File: src/include/uart_ctrl_pkg.sv
// Function
// - a completed character moved into the receive data register clears overrun
// - status bits 2..0 are reserved and always read zero
// - receive-complete interrupt requested when its enable, global enable and flag are set
// - transmit-complete interrupt requested when its enable, global enable and flag are set
// - data-register-empty interrupt requested when its enable, global enable and flag are set
// - receiver works only when enabled; otherwise its flags never set
// - disabling the receiver leaves already set receive flags unchanged
// - disabling the transmitter still finishes the shifting and the waiting character
// - nine-bit select makes both directions carry nine data bits, else eight
// - ninth received bit lands in control bit 1 with each character moved into the receive data register
// - control bit 0 is sent as the ninth data bit
// - enabled transmitter forces the transmit pin to output
// - enabled receiver forces the receive pin to input
// - forced receive input with port data bit one turns on the pull-up
// - receive pin passes a synchronizer before the receiver samples it
// - a character completing while the previous is unread sets overrun
// - a stop bit sampled as one clears the framing error flag when its character is moved into the receive data register
`default_nettype none
package uart_ctrl_pkg;

  // ***************************************
  // register indices, byte address is index times four
  // ***************************************
  localparam logic [5:0] IDX_BAUD = 6'h09;
  localparam logic [5:0] IDX_CONTROL = 6'h0a;
  localparam logic [5:0] IDX_STATUS = 6'h0b;
  localparam logic [5:0] IDX_DATA = 6'h0c;
  localparam logic [5:0] IDX_EVENT = 6'h0d;
  localparam logic [5:0] IDX_MASK = 6'h0e;
  localparam logic [5:0] IDX_PIN_IN = 6'h10;
  localparam logic [5:0] IDX_PORT_DIR = 6'h11;
  localparam logic [5:0] IDX_PORT_OUT = 6'h12;

  // ***************************************
  // reset values
  // ***************************************
  localparam logic [7:0] CONTROL_RESET = 8'h02;
  localparam logic [15:0] BAUD_RESET = 16'h043c;
  localparam logic [7:0] PORT_RESET = 8'h00;
  localparam logic [2:0] MASK_RESET = 3'h0;

  // ***************************************
  // field positions
  // ***************************************
  localparam int RX_PIN_BIT = 0;
  localparam int TX_PIN_BIT = 1;
  localparam int EVT_RX_DONE = 0;
  localparam int EVT_TX_DONE = 1;
  localparam int EVT_DATA_EMPTY = 2;
  localparam int SYNC_STAGES = 3;

  typedef struct packed {
    logic rx_done_irq_en;
    logic tx_done_irq_en;
    logic data_empty_irq_en;
    logic receiver_on;
    logic transmitter_on;
    logic nine_bit_select;
    logic rx_ninth_bit;
    logic tx_ninth_bit;
  } serial_control_t;

  typedef struct packed {
    logic rx_done_flag;
    logic tx_done_flag;
    logic data_empty_flag;
    logic framing_error_flag;
    logic overrun_flag;
    logic [2:0] reserved;
  } serial_status_t;

  typedef enum logic [1:0] {
    LINE_IDLE = 2'b00,
    LINE_START = 2'b01,
    LINE_DATA = 2'b11,
    LINE_STOP = 2'b10
  } line_state_t;

endpackage
`default_nettype wire

File: src/core/uart_ctrl.sv
`timescale 1ns/1ns
`default_nettype none
module uart_ctrl (
  input wire logic clk_i,
  input wire logic resetn_i,
  input wire logic [7:0] avs_address_i,
  input wire logic avs_read_i,
  input wire logic avs_write_i,
  input wire logic [31:0] avs_writedata_i,
  input wire logic [3:0] avs_byteenable_i,
  output logic [31:0] avs_readdata_o,
  output logic avs_waitrequest_o,
  input wire logic global_irq_en_i,
  output logic rx_irq_o,
  output logic tx_irq_o,
  output logic empty_irq_o,
  output logic irq_o,
  input wire logic rx_pin_i,
  output logic rx_pin_o,
  output logic rx_pin_oe_o,
  output logic rx_pullup_o,
  input wire logic tx_pin_i,
  output logic tx_pin_o,
  output logic tx_pin_oe_o
);
  import uart_ctrl_pkg::*;

  // ***************************************
  // declarations
  // ***************************************
  serial_control_t ctrl_q;
  serial_status_t status_w;
  logic [15:0] baud_q;
  logic [7:0] port_dir_q;
  logic [7:0] port_out_q;
  logic [2:0] evt_q;
  logic [2:0] mask_q;
  logic [1:0] sync1_q, sync2_q, sync3_q, pin_q;
  logic wait_q;
  logic [31:0] rdata_q;
  logic req_w, acc_w, wr_w, rd_w;
  logic [5:0] idx_w;
  logic rx_done_q, overrun_q, framing_q, tx_done_q;
  logic [7:0] rx_data_q;
  line_state_t rx_state_q, tx_state_q;
  logic [15:0] rx_cnt_q, tx_cnt_q;
  logic [3:0] rx_bit_q, tx_bit_q;
  logic [8:0] rx_shift_q, tx_shift_q;
  logic rx_end_w, rx_stop_w;
  logic [3:0] last_bit_w;
  logic [7:0] txd_q;
  logic txd_full_q;
  logic tx_load_w, tx_fin_w, tx_line_q;
  logic rd_data_w, wr_data_w;

  assign req_w = avs_read_i | avs_write_i;
  assign acc_w = req_w & ~wait_q;
  assign wr_w = acc_w & avs_write_i;
  assign rd_w = acc_w & avs_read_i;
  assign idx_w = avs_address_i[7:2];
  assign rd_data_w = rd_w && (idx_w == IDX_DATA);
  assign wr_data_w = wr_w && (idx_w == IDX_DATA) && avs_byteenable_i[0];
  assign last_bit_w = ctrl_q.nine_bit_select ? 4'h8 : 4'h7;

  // ***************************************
  // status view, low bits tied to zero
  // ***************************************
  assign status_w.rx_done_flag = rx_done_q;
  assign status_w.tx_done_flag = tx_done_q;
  assign status_w.data_empty_flag = ~txd_full_q;
  assign status_w.framing_error_flag = framing_q;
  assign status_w.overrun_flag = overrun_q;
  assign status_w.reserved = 3'h0;

  // ***************************************
  // avalon slave handshake
  // ***************************************
  // waitrequest drops for the one cycle in which the access completes
  always_ff @(posedge clk_i or negedge resetn_i) begin
    if (!resetn_i) begin
      wait_q <= 1'b1;
    end else begin
      wait_q <= ~(req_w & wait_q);
    end
  end

  // read data sampled one cycle ahead so it stands at the completing edge
  always_ff @(posedge clk_i or negedge resetn_i) begin
    if (!resetn_i) begin
      rdata_q <= 32'h0;
    end else if (avs_read_i && wait_q) begin
      if (idx_w == IDX_BAUD) begin
        rdata_q <= {16'h0, baud_q};
      end else if (idx_w == IDX_CONTROL) begin
        rdata_q <= {24'h0, ctrl_q};
      end else if (idx_w == IDX_STATUS) begin
        rdata_q <= {24'h0, status_w};
      end else if (idx_w == IDX_DATA) begin
        rdata_q <= {24'h0, rx_data_q};
      end else if (idx_w == IDX_EVENT) begin
        rdata_q <= {29'h0, evt_q};
      end else if (idx_w == IDX_MASK) begin
        rdata_q <= {29'h0, mask_q};
      end else if (idx_w == IDX_PIN_IN) begin
        rdata_q <= {30'h0, pin_q};
      end else if (idx_w == IDX_PORT_DIR) begin
        rdata_q <= {24'h0, port_dir_q};
      end else if (idx_w == IDX_PORT_OUT) begin
        rdata_q <= {24'h0, port_out_q};
      end else begin
        rdata_q <= 32'h0; // unmapped reads zero
      end
    end
  end

  assign avs_readdata_o = rdata_q;
  assign avs_waitrequest_o = wait_q;

  // ***************************************
  // software registers
  // ***************************************
  // control: bit 1 is written by the receiver only
  always_ff @(posedge clk_i or negedge resetn_i) begin
    if (!resetn_i) begin
      ctrl_q <= CONTROL_RESET;
    end else begin
      if (wr_w && (idx_w == IDX_CONTROL) && avs_byteenable_i[0]) begin
        ctrl_q.rx_done_irq_en <= avs_writedata_i[7];
        ctrl_q.tx_done_irq_en <= avs_writedata_i[6];
        ctrl_q.data_empty_irq_en <= avs_writedata_i[5];
        ctrl_q.receiver_on <= avs_writedata_i[4];
        ctrl_q.transmitter_on <= avs_writedata_i[3];
        ctrl_q.nine_bit_select <= avs_writedata_i[2];
        ctrl_q.tx_ninth_bit <= avs_writedata_i[0];
      end
      // follows the data move: an overrun keeps the old character and its ninth bit
      if (rx_end_w && (!rx_done_q || rd_data_w) && ctrl_q.nine_bit_select) begin
        ctrl_q.rx_ninth_bit <= rx_shift_q[8];
      end
    end
  end

  // baud divisor, port direction, port data and interrupt mask
  always_ff @(posedge clk_i or negedge resetn_i) begin
    if (!resetn_i) begin
      baud_q <= BAUD_RESET;
      port_dir_q <= PORT_RESET;
      port_out_q <= PORT_RESET;
      mask_q <= MASK_RESET;
    end else if (wr_w) begin
      if (idx_w == IDX_BAUD) begin
        if (avs_byteenable_i[0]) baud_q[7:0] <= avs_writedata_i[7:0];
        if (avs_byteenable_i[1]) baud_q[15:8] <= avs_writedata_i[15:8];
      end else if (idx_w == IDX_PORT_DIR && avs_byteenable_i[0]) begin
        port_dir_q <= avs_writedata_i[7:0];
      end else if (idx_w == IDX_PORT_OUT && avs_byteenable_i[0]) begin
        port_out_q <= avs_writedata_i[7:0];
      end else if (idx_w == IDX_MASK && avs_byteenable_i[0]) begin
        mask_q <= avs_writedata_i[2:0];
      end
    end
  end

  // ***************************************
  // pin synchronizer
  // ***************************************
  // three stages; a level is taken once stages two and three agree
  always_ff @(posedge clk_i or negedge resetn_i) begin
    if (!resetn_i) begin
      sync1_q <= 2'h3;
      sync2_q <= 2'h3;
      sync3_q <= 2'h3;
      pin_q <= 2'h3;
    end else begin
      sync1_q <= {tx_pin_i, rx_pin_i};
      sync2_q <= sync1_q;
      sync3_q <= sync2_q;
      pin_q <= (sync2_q & sync3_q) | (pin_q & (sync2_q ^ sync3_q));
    end
  end

  // ***************************************
  // receiver
  // ***************************************
  assign rx_end_w = (rx_state_q == LINE_STOP) && (rx_cnt_q == 16'h0) && ctrl_q.receiver_on;
  assign rx_stop_w = pin_q[RX_PIN_BIT];

  // start, data lsb first, stop; halts at once when disabled
  always_ff @(posedge clk_i or negedge resetn_i) begin
    if (!resetn_i) begin
      rx_state_q <= LINE_IDLE;
      rx_cnt_q <= 16'h0;
      rx_bit_q <= 4'h0;
      rx_shift_q <= 9'h0;
    end else if (!ctrl_q.receiver_on) begin
      rx_state_q <= LINE_IDLE;
    end else begin
      case (rx_state_q)
        LINE_IDLE: begin
          if (!pin_q[RX_PIN_BIT]) begin
            rx_state_q <= LINE_START;
            rx_cnt_q <= {1'b0, baud_q[15:1]};
          end
        end
        LINE_START: begin
          if (rx_cnt_q != 16'h0) begin
            rx_cnt_q <= rx_cnt_q - 16'h1;
          end else if (!pin_q[RX_PIN_BIT]) begin
            rx_state_q <= LINE_DATA;
            rx_cnt_q <= baud_q;
            rx_bit_q <= 4'h0;
          end else begin
            rx_state_q <= LINE_IDLE; // glitch, not a start bit
          end
        end
        LINE_DATA: begin
          if (rx_cnt_q != 16'h0) begin
            rx_cnt_q <= rx_cnt_q - 16'h1;
          end else begin
            rx_shift_q <= {pin_q[RX_PIN_BIT], rx_shift_q[8:1]};
            rx_cnt_q <= baud_q;
            rx_bit_q <= rx_bit_q + 4'h1;
            if (rx_bit_q == last_bit_w) rx_state_q <= LINE_STOP;
          end
        end
        LINE_STOP: begin
          if (rx_cnt_q != 16'h0) begin
            rx_cnt_q <= rx_cnt_q - 16'h1;
          end else begin
            rx_state_q <= LINE_IDLE;
          end
        end
        default: rx_state_q <= LINE_IDLE;
      endcase
    end
  end

  // receive data and flags; disabling the receiver touches none of them
  always_ff @(posedge clk_i or negedge resetn_i) begin
    if (!resetn_i) begin
      rx_data_q <= 8'h0;
      rx_done_q <= 1'b0;
      overrun_q <= 1'b0;
      framing_q <= 1'b0;
    end else if (rx_end_w) begin
      if (rx_done_q && !rd_data_w) begin
        overrun_q <= 1'b1;
      end else begin
        rx_data_q <= ctrl_q.nine_bit_select ? rx_shift_q[7:0] : rx_shift_q[8:1];
        overrun_q <= 1'b0;
        framing_q <= ~rx_stop_w;
      end
      rx_done_q <= 1'b1; // set wins over the read clear
    end else if (rd_data_w) begin
      rx_done_q <= 1'b0;
    end
  end

  // ***************************************
  // transmitter
  // ***************************************
  // a waiting character starts only when enabled, or follows on from a frame in flight
  assign tx_fin_w = (tx_state_q == LINE_STOP) && (tx_cnt_q == 16'h0);
  assign tx_load_w = txd_full_q && (tx_fin_w || (tx_state_q == LINE_IDLE && ctrl_q.transmitter_on));

  always_ff @(posedge clk_i or negedge resetn_i) begin
    if (!resetn_i) begin
      tx_state_q <= LINE_IDLE;
      tx_cnt_q <= 16'h0;
      tx_bit_q <= 4'h0;
      tx_shift_q <= 9'h1ff;
    end else if (tx_load_w) begin
      tx_state_q <= LINE_START;
      tx_cnt_q <= baud_q;
      tx_bit_q <= 4'h0;
      tx_shift_q <= {ctrl_q.tx_ninth_bit, txd_q};
    end else begin
      case (tx_state_q)
        LINE_IDLE: tx_state_q <= LINE_IDLE;
        LINE_START: begin
          if (tx_cnt_q != 16'h0) begin
            tx_cnt_q <= tx_cnt_q - 16'h1;
          end else begin
            tx_state_q <= LINE_DATA;
            tx_cnt_q <= baud_q;
          end
        end
        LINE_DATA: begin
          if (tx_cnt_q != 16'h0) begin
            tx_cnt_q <= tx_cnt_q - 16'h1;
          end else begin
            tx_shift_q <= {1'b1, tx_shift_q[8:1]};
            tx_cnt_q <= baud_q;
            tx_bit_q <= tx_bit_q + 4'h1;
            if (tx_bit_q == last_bit_w) tx_state_q <= LINE_STOP;
          end
        end
        LINE_STOP: begin
          if (tx_cnt_q != 16'h0) begin
            tx_cnt_q <= tx_cnt_q - 16'h1;
          end else begin
            tx_state_q <= LINE_IDLE;
          end
        end
        default: tx_state_q <= LINE_IDLE;
      endcase
    end
  end

  // data register buffer; a write in the load cycle keeps it full
  always_ff @(posedge clk_i or negedge resetn_i) begin
    if (!resetn_i) begin
      txd_q <= 8'h0;
      txd_full_q <= 1'b0;
    end else if (wr_data_w) begin
      txd_q <= avs_writedata_i[7:0];
      txd_full_q <= 1'b1;
    end else if (tx_load_w) begin
      txd_full_q <= 1'b0;
    end
  end

  // transmit complete: set at frame end with nothing waiting, cleared by writing one
  always_ff @(posedge clk_i or negedge resetn_i) begin
    if (!resetn_i) begin
      tx_done_q <= 1'b0;
    end else if (tx_fin_w && !txd_full_q) begin
      tx_done_q <= 1'b1;
    end else if (wr_w && idx_w == IDX_STATUS && avs_byteenable_i[0] && avs_writedata_i[6]) begin
      tx_done_q <= 1'b0;
    end
  end

  // line level: low start, lsb first data, high stop and idle
  always_ff @(posedge clk_i or negedge resetn_i) begin
    if (!resetn_i) begin
      tx_line_q <= 1'b1;
    end else begin
      case (tx_state_q)
        LINE_START: tx_line_q <= 1'b0;
        LINE_DATA: tx_line_q <= tx_shift_q[0];
        default: tx_line_q <= 1'b1;
      endcase
    end
  end

  // ***************************************
  // pin override
  // ***************************************
  always_ff @(posedge clk_i or negedge resetn_i) begin
    if (!resetn_i) begin
      tx_pin_o <= 1'b0;
      tx_pin_oe_o <= 1'b0;
      rx_pin_o <= 1'b0;
      rx_pin_oe_o <= 1'b0;
      rx_pullup_o <= 1'b0;
    end else begin
      if (ctrl_q.transmitter_on || tx_state_q != LINE_IDLE) begin
        tx_pin_oe_o <= 1'b1;
        tx_pin_o <= tx_line_q;
      end else begin
        tx_pin_oe_o <= port_dir_q[TX_PIN_BIT];
        tx_pin_o <= port_out_q[TX_PIN_BIT];
      end
      rx_pin_o <= port_out_q[RX_PIN_BIT];
      if (ctrl_q.receiver_on) begin
        rx_pin_oe_o <= 1'b0;
        rx_pullup_o <= port_out_q[RX_PIN_BIT];
      end else begin
        rx_pin_oe_o <= port_dir_q[RX_PIN_BIT];
        rx_pullup_o <= ~port_dir_q[RX_PIN_BIT] & port_out_q[RX_PIN_BIT];
      end
    end
  end

  // ***************************************
  // interrupts
  // ***************************************
  // per-source requests follow flag and enable as a level
  always_ff @(posedge clk_i or negedge resetn_i) begin
    if (!resetn_i) begin
      rx_irq_o <= 1'b0;
      tx_irq_o <= 1'b0;
      empty_irq_o <= 1'b0;
    end else begin
      rx_irq_o <= global_irq_en_i & ctrl_q.rx_done_irq_en & rx_done_q;
      tx_irq_o <= global_irq_en_i & ctrl_q.tx_done_irq_en & tx_done_q;
      empty_irq_o <= global_irq_en_i & ctrl_q.data_empty_irq_en & ~txd_full_q;
    end
  end

  // sticky events cleared by a read of the event register, set wins
  always_ff @(posedge clk_i or negedge resetn_i) begin
    if (!resetn_i) begin
      evt_q <= 3'h0;
      irq_o <= 1'b0;
    end else begin
      evt_q <= ((rd_w && idx_w == IDX_EVENT) ? 3'h0 : evt_q) | {tx_load_w, tx_fin_w & ~txd_full_q, rx_end_w};
      irq_o <= |(evt_q & mask_q);
    end
  end

endmodule
`default_nettype wire

File: config.mk
export PLATFORM = sky130hd
export DESIGN_NAME = uart_ctrl
export DESIGN_NICKNAME = d
export VERILOG_FILES = /design/src/include/uart_ctrl_pkg.sv /design/src/core/uart_ctrl.sv
export SDC_FILE = /design/constraint.sdc
export NUM_CORES = 1
export LEC_CHECK = 0
export ABC_AREA = 1
export BUFFER_PORTS_ARGS = -buffer_cell sky130_fd_sc_hd__buf_4
export CAP_MARGIN = 15
export CORE_ASPECT_RATIO = 0.8
export CORE_UTILIZATION = 55
export DETAILED_ROUTE_END_ITERATION = 10
export PLACE_DENSITY = 0.75
export SLEW_MARGIN = 20
export SYNTH_ARGS = -nofsm -noshare
export SYNTH_HDL_FRONTEND = slang
export SYNTH_SLANG_ARGS = --single-unit
File: constraint.sdc
create_clock -name clk_i -period 2.9 [get_ports clk_i]
set_input_delay 0.145 -clock clk_i [delete_from_list [all_inputs] [get_ports clk_i]]
set_output_delay 0.145 -clock clk_i [all_outputs]
set_load 0.02 [all_outputs]
-- Word level (Yosys, flattened, before mapping)
Cells that the tools add are included.
W data, S select, Z words.
- input port bits: 51
- flip-flop bits (word level): 180
- output and inout port bits: 42
- equality and inequality tests: 34
- bitwise logic cells: 29
- mux-type cells: 58
- reduce and logical (&&, ||, !) cells: 56
- add/sub/neg operators: 4
- operators by type and width (cell ; count):
    $mux W16 ; 8
    $mux W32 ; 3
    $pmux W16 S4 ; 1
    $mux W8 ; 7
    $eq A6 B4 Y1 const B ; 6
    $logic_not A16 Y1 ; 2
    $pmux W16 S2 ; 1
    $reduce_bool A16 Y1 ; 2
    $sub A16 B1 Y16 const B ; 2
    $ne A3 B3 Y1 const B ; 10
    $mux W4 ; 7
    $mux W9 ; 3
    $mux W2 ; 12
    $logic_and A1 B1 Y1 ; 22
    $eq A6 B5 Y1 const B ; 3
    $pmux W2 S4 ; 2
    $reduce_and A5 Y1 ; 3
    $and A1 B1 Y1 ; 12
    $reduce_and A3 Y1 ; 4
    $reduce_and A4 Y1 ; 3
    $reduce_bool A2 Y1 ; 6
    $mux W1 ; 11
    $ne A2 B2 Y1 const B ; 5
    $not A1 Y1 ; 10
    other kinds (22) ; 36

-- Longest topological paths before layout
- depth in word-level cells: 10
- gate-level depth with buffers: 14

-- Least setup slack after synthesis
OpenSTA, ideal clock, no wires.
- path type: register to register
- from: register rx_cnt_q[0]
- to: register framing_q
- period minus slack after synthesis: 1.772 ns
- path slack: 1.128 ns
- stages on the path, launching flop included: 13
- arrival time: 1.653 ns
- library setup time: 0.119 ns
- buffers on the path: 1
- data required time: 2.781 ns
- path through: dfrtp_1 > inv_1 > ha_1 > nand3_4 > nor2_4 > nand2_4 > inv_6 > nand3_4 > nor2_4 > inv_2 > buf_6 > nand2_2 > o21ai_2
- longest elaborated chain between the ends: 4
- RTL lines (what ; line ; text):
    start, declared ; uart_ctrl.sv:46 ; logic [15:0] rx_cnt_q, tx_cnt_q;
    start signal, assigned ; uart_ctrl.sv:202 ; rx_cnt_q <= {1'b0, baud_q[15:1]};
    start signal, assigned ; uart_ctrl.sv:207 ; rx_cnt_q <= rx_cnt_q - 16'h1;
    start signal, assigned ; uart_ctrl.sv:210 ; rx_cnt_q <= baud_q;
    $logic_not A16 Y1 ; uart_ctrl.sv:185 ; assign rx_end_w = (rx_state_q == LINE_STOP) && (rx_cnt_q == 16'h0) && ctrl_q.receiver_on;
    $logic_and A1 B1 Y1 (2 in series) ; uart_ctrl.sv:185 ;
    $reduce_and A2 Y1 (no source line) ; -- ;
    end signal, assigned ; uart_ctrl.sv:251 ; framing_q <= ~rx_stop_w;
    end, declared ; uart_ctrl.sv:43 ; logic rx_done_q, overrun_q, framing_q, tx_done_q;
No other way between the ends.
A chain may end at the register's enable or synchronous reset.

-- Final worst setup path
- from: register rx_state_q[0]
- to: register rx_cnt_q[6]
- longest elaborated chain between the ends: 3
- elaborated cells between the ends (all ways): 9
- RTL lines (what ; line ; text):
    start, declared ; uart_ctrl.sv:45 ; line_state_t rx_state_q, tx_state_q;
    start signal, assigned ; uart_ctrl.sv:191 ; rx_state_q <= LINE_IDLE;
    start signal, assigned ; uart_ctrl.sv:196 ; rx_state_q <= LINE_IDLE;
    start signal, assigned ; uart_ctrl.sv:201 ; rx_state_q <= LINE_START;
    $eq A2 B1 Y1 (tied with other cells) ; uart_ctrl.sv:198 ; case (rx_state_q)
    $ne A3 B3 Y1 (no source line) (tied with other cells) ; -- ;
    $reduce_and A4 Y1 (no source line) ; -- ;
Parallel ways exist; a longest one is shown, timed or not.

==> metrics.yaml <==
setup_viol: 0
grt_max_degree: 72
post-cts-setup-buffers: 0
pwr-share-seq: 0.403
worst_clock_skew_ns: 0.00949
cts_tree: "yes"
grt_pass1_vias: 7041
cp-start-kind: "flip-flop"
setup.worst_path.end_class: "flip-flop"
gr-usage-all-layers: 0.281
clk_pin_slew_worst_paths_ns: 0.07
grt_pass1_wl_mm: 35.6
yosys_warnings: 0
peakVddDrop_mv: 0.445
wl_per_cell_um: 15.3
worst_slack_ns: 0.689
synth_top_family_by_area: "simple AND/OR/NAND/NOR gates"
maxCapViolCount: 0
synth_mux_area_frac: 0.00127
wl_met1_mm: 10.1
port_buffers: 56
rsz0062_at_grt: "false"
ys.flop_type: "dfrtp_1"
wirelength_mm: 21.6
slew_headroom: 0.355
clockBufferDepth: 2
design.core.area_um2: 15700
syn-cell-area_um2: 8850
synth_compound_area_frac: 0.104
mostFrequentLayoutCells: "352 x nand2_1, 139 x dfrtp_1, 95 x inv_1, 95 x nor2_1, 76 x nand3_1"
async_flop_share: 1.00
fp-row-count: 41
cts_root_buf: "clkbuf_16"
grt_antenna_before_repair: 0
met2WireLength_mm: 9.79
synth_cells: 1123
ys_top_cells_by_area: "dfrtp_1 39%, nand2_1 15%, dfstp_2 7.4%, nand3_1 4.3%, inv_1 4.0%"
synth-simple-area-share: 0.320
fin_crit_sh: 0.762
numClockSinks: 164
ant_nets: 0
p_sw_uw: 2550
synth-xor-area-share: 0.0168
crit_type: "reg -> reg"
initial_core_util: 0.562
drc_errors: 0
yosysTopAreaCell: "dfrtp_1"
clock_latency_ns: 0.43
chipHeight_um: 115
synth_fa_ha_area_frac: 0.00848
finalSetupTns_ns: 0
drive_gt1_frac: 0.178
combPwrFrac: 0.269
top_layer_used: "met4"
power.density_nw_per_um2: 709
pre_cts_slack_ns: 0.757
p_leak_uw: 0.00504
layout.nets: 1245
internal_power_uw: 4620
numCtsBuffers: 17
met3_length_mm: 1.41
drt_iter0_drc: 721
avgSynthCellArea_um2: 7.88
required_ns: 3.22
diodes: 0
dr.pass1.iters: 6
power_frac_clock: 0.328
hold_buffers: 14
hp-class: "in -> reg"
synth_cell_types: 45
ys_seq_area_frac: 0.467
crit_arrival_ns: 2.53
h-tree-depth: 4
switching_share: 0.356
overflow: 0
drv_slew: 0
finalCriticalPeriod_ns: 2.21
vias: 7617
finalHoldViolations: 0
dp_hpwl_mm: 14.9
viasPerCell: 5.38
place_congestion: 0.941
io_pins: 93
area_growth_syn_to_layout_pct: 14.3
cts_resized: 0
die_area_um2: 16600
synth_top_area_share: 0.393
crit_fanout: 20
worstMarginPinSlew_ns: 0.966
fillCellCount: 1315
die_w_um: 144
fmax_mhz: 452
outcome: "complete, no violations"
synth_enable_flop_cells: 0
synth_seq_cells: 164
layout_commonest_cell: "nand2_1"
-- per-stage QoR --
step / power [uW] / hold WS [ns] / util / instances / instance area [um2]
CTS: 7180 / 0.0932 / 0.642 / 1416 / 10100
floorplan: 4340 / -0.151 / - / 1138 / 8910
finish: 7170 / 0.101 / 0.642 / 1416 / 10100
detailed placement: 4790 / 0.197 / 0.594 / 1370 / 9360
global placement: 4740 / 0.200 / 0.594 / 1370 / 9360
global route: 7590 / 0.102 / 0.642 / 1416 / 10100
-- flip-flops by register name, summed over array words and instances (netlist names), 3 cells and up --
name / count
txd_q: 8
rx_data_q: 8
rx_bit_q: 4
tx_bit_q: 4
tx_shift_q: 9
port_out_q: 8
mask_q: 3
port_dir_q: 8
ctrl_q: 8
rx_cnt_q: 16
rx_shift_q: 9
baud_q: 16
tx_cnt_q: 16
avs_readdata_o: 16
evt_q: 3
-- layout make-up --
| class | instances | area [um2] | area share |
|---|---|---|---|
| Clock buffer | 19 | 453 | 0.0448 |
| Clock inverter | 13 | 161 | 0.0160 |
| Inverter | 111 | 427 | 0.0422 |
| Multi-Input combinational cell | 817 | 4040 | 0.400 |
| Sequential cell | 164 | 4140 | 0.409 |
| Tap cell | 215 | 269 | 0.0266 |
| Timing Repair Buffer | 77 | 629 | 0.0622 |
-- cell families (layout without fill, tap and decap cells) --
family,count (synthesis),count (layout)
XOR/XNOR,17,17
flip-flops,164,164
multiplexers,1,1
adder cells (fa/ha/maj),6,6
AND/OR/NAND/NOR,615,615
other,1,16
buffers and inverters,157,220
AO/OA/AOI/OAI,162,162
-- critical path: stages (launching register included) --
cell	delay (ns)
dfrtp_1	0.87
nor2_4	0.20
inv_2	0.19
o21ai_2	0.10
nor2_4	0.40
inv_4	0.18
nand2_1	0.11
nand2_1	0.05
-- cell usage after synthesis (all sizes together) (6+ instances only) --
library cell,count
nand3b,8
dfstp,25
ha,6
nor2,119
nand3,94
inv,111
dfrtp,139
xor2,12
o21ai,90
or2,9
nand2,367
o31ai,9
a21oi,45
nand4,12
nor3,6
buf,41
o211ai,9
-- final timing paths --
check                                               start                          end  slack [ns]  cells past startpoint
max in group asynchronous                        resetn_i  avs_waitrequest_o$_DFF_PN1_        1.73                      3
worst min-delay path                   avs_writedata_i[1]    port_dir_q[1]$_DFFE_PN0P_        0.10                      3
worst max register to register  rx_state_q[0]$_DFFE_PN0P_      rx_cnt_q[6]$_DFFE_PN0P_        0.69                      7
min in group asynchronous                        resetn_i      tx_bit_q[2]$_DFFE_PN0P_        0.29                      2
worst min register to register       sync1_q[0]$_DFF_PN1_         sync2_q[0]$_DFF_PN1_        0.36                      0
worst max-delay path            rx_state_q[0]$_DFFE_PN0P_      rx_cnt_q[6]$_DFFE_PN0P_        0.69                      7
-- metal layers --
layer,vias up,track usage
met1,3626,0.407
met3,29,0.0504
met5,-,0
li1,3710,-
met2,252,0.433
met4,0,0.0830
-- power by group through the flow --
stage / Sequential (uW) / Clock [uW] / Combinational, uW
after floorplan: 2870 / 0 / 1480
after global placement: 2910 / 0 / 1830
after detailed placement: 2910 / 0 / 1880
after CTS: 2880 / 2380 / 1920
after global routing: 2920 / 2480 / 2180
final: 2890 / 2350 / 1930
(Power assumes the default switching activity.)
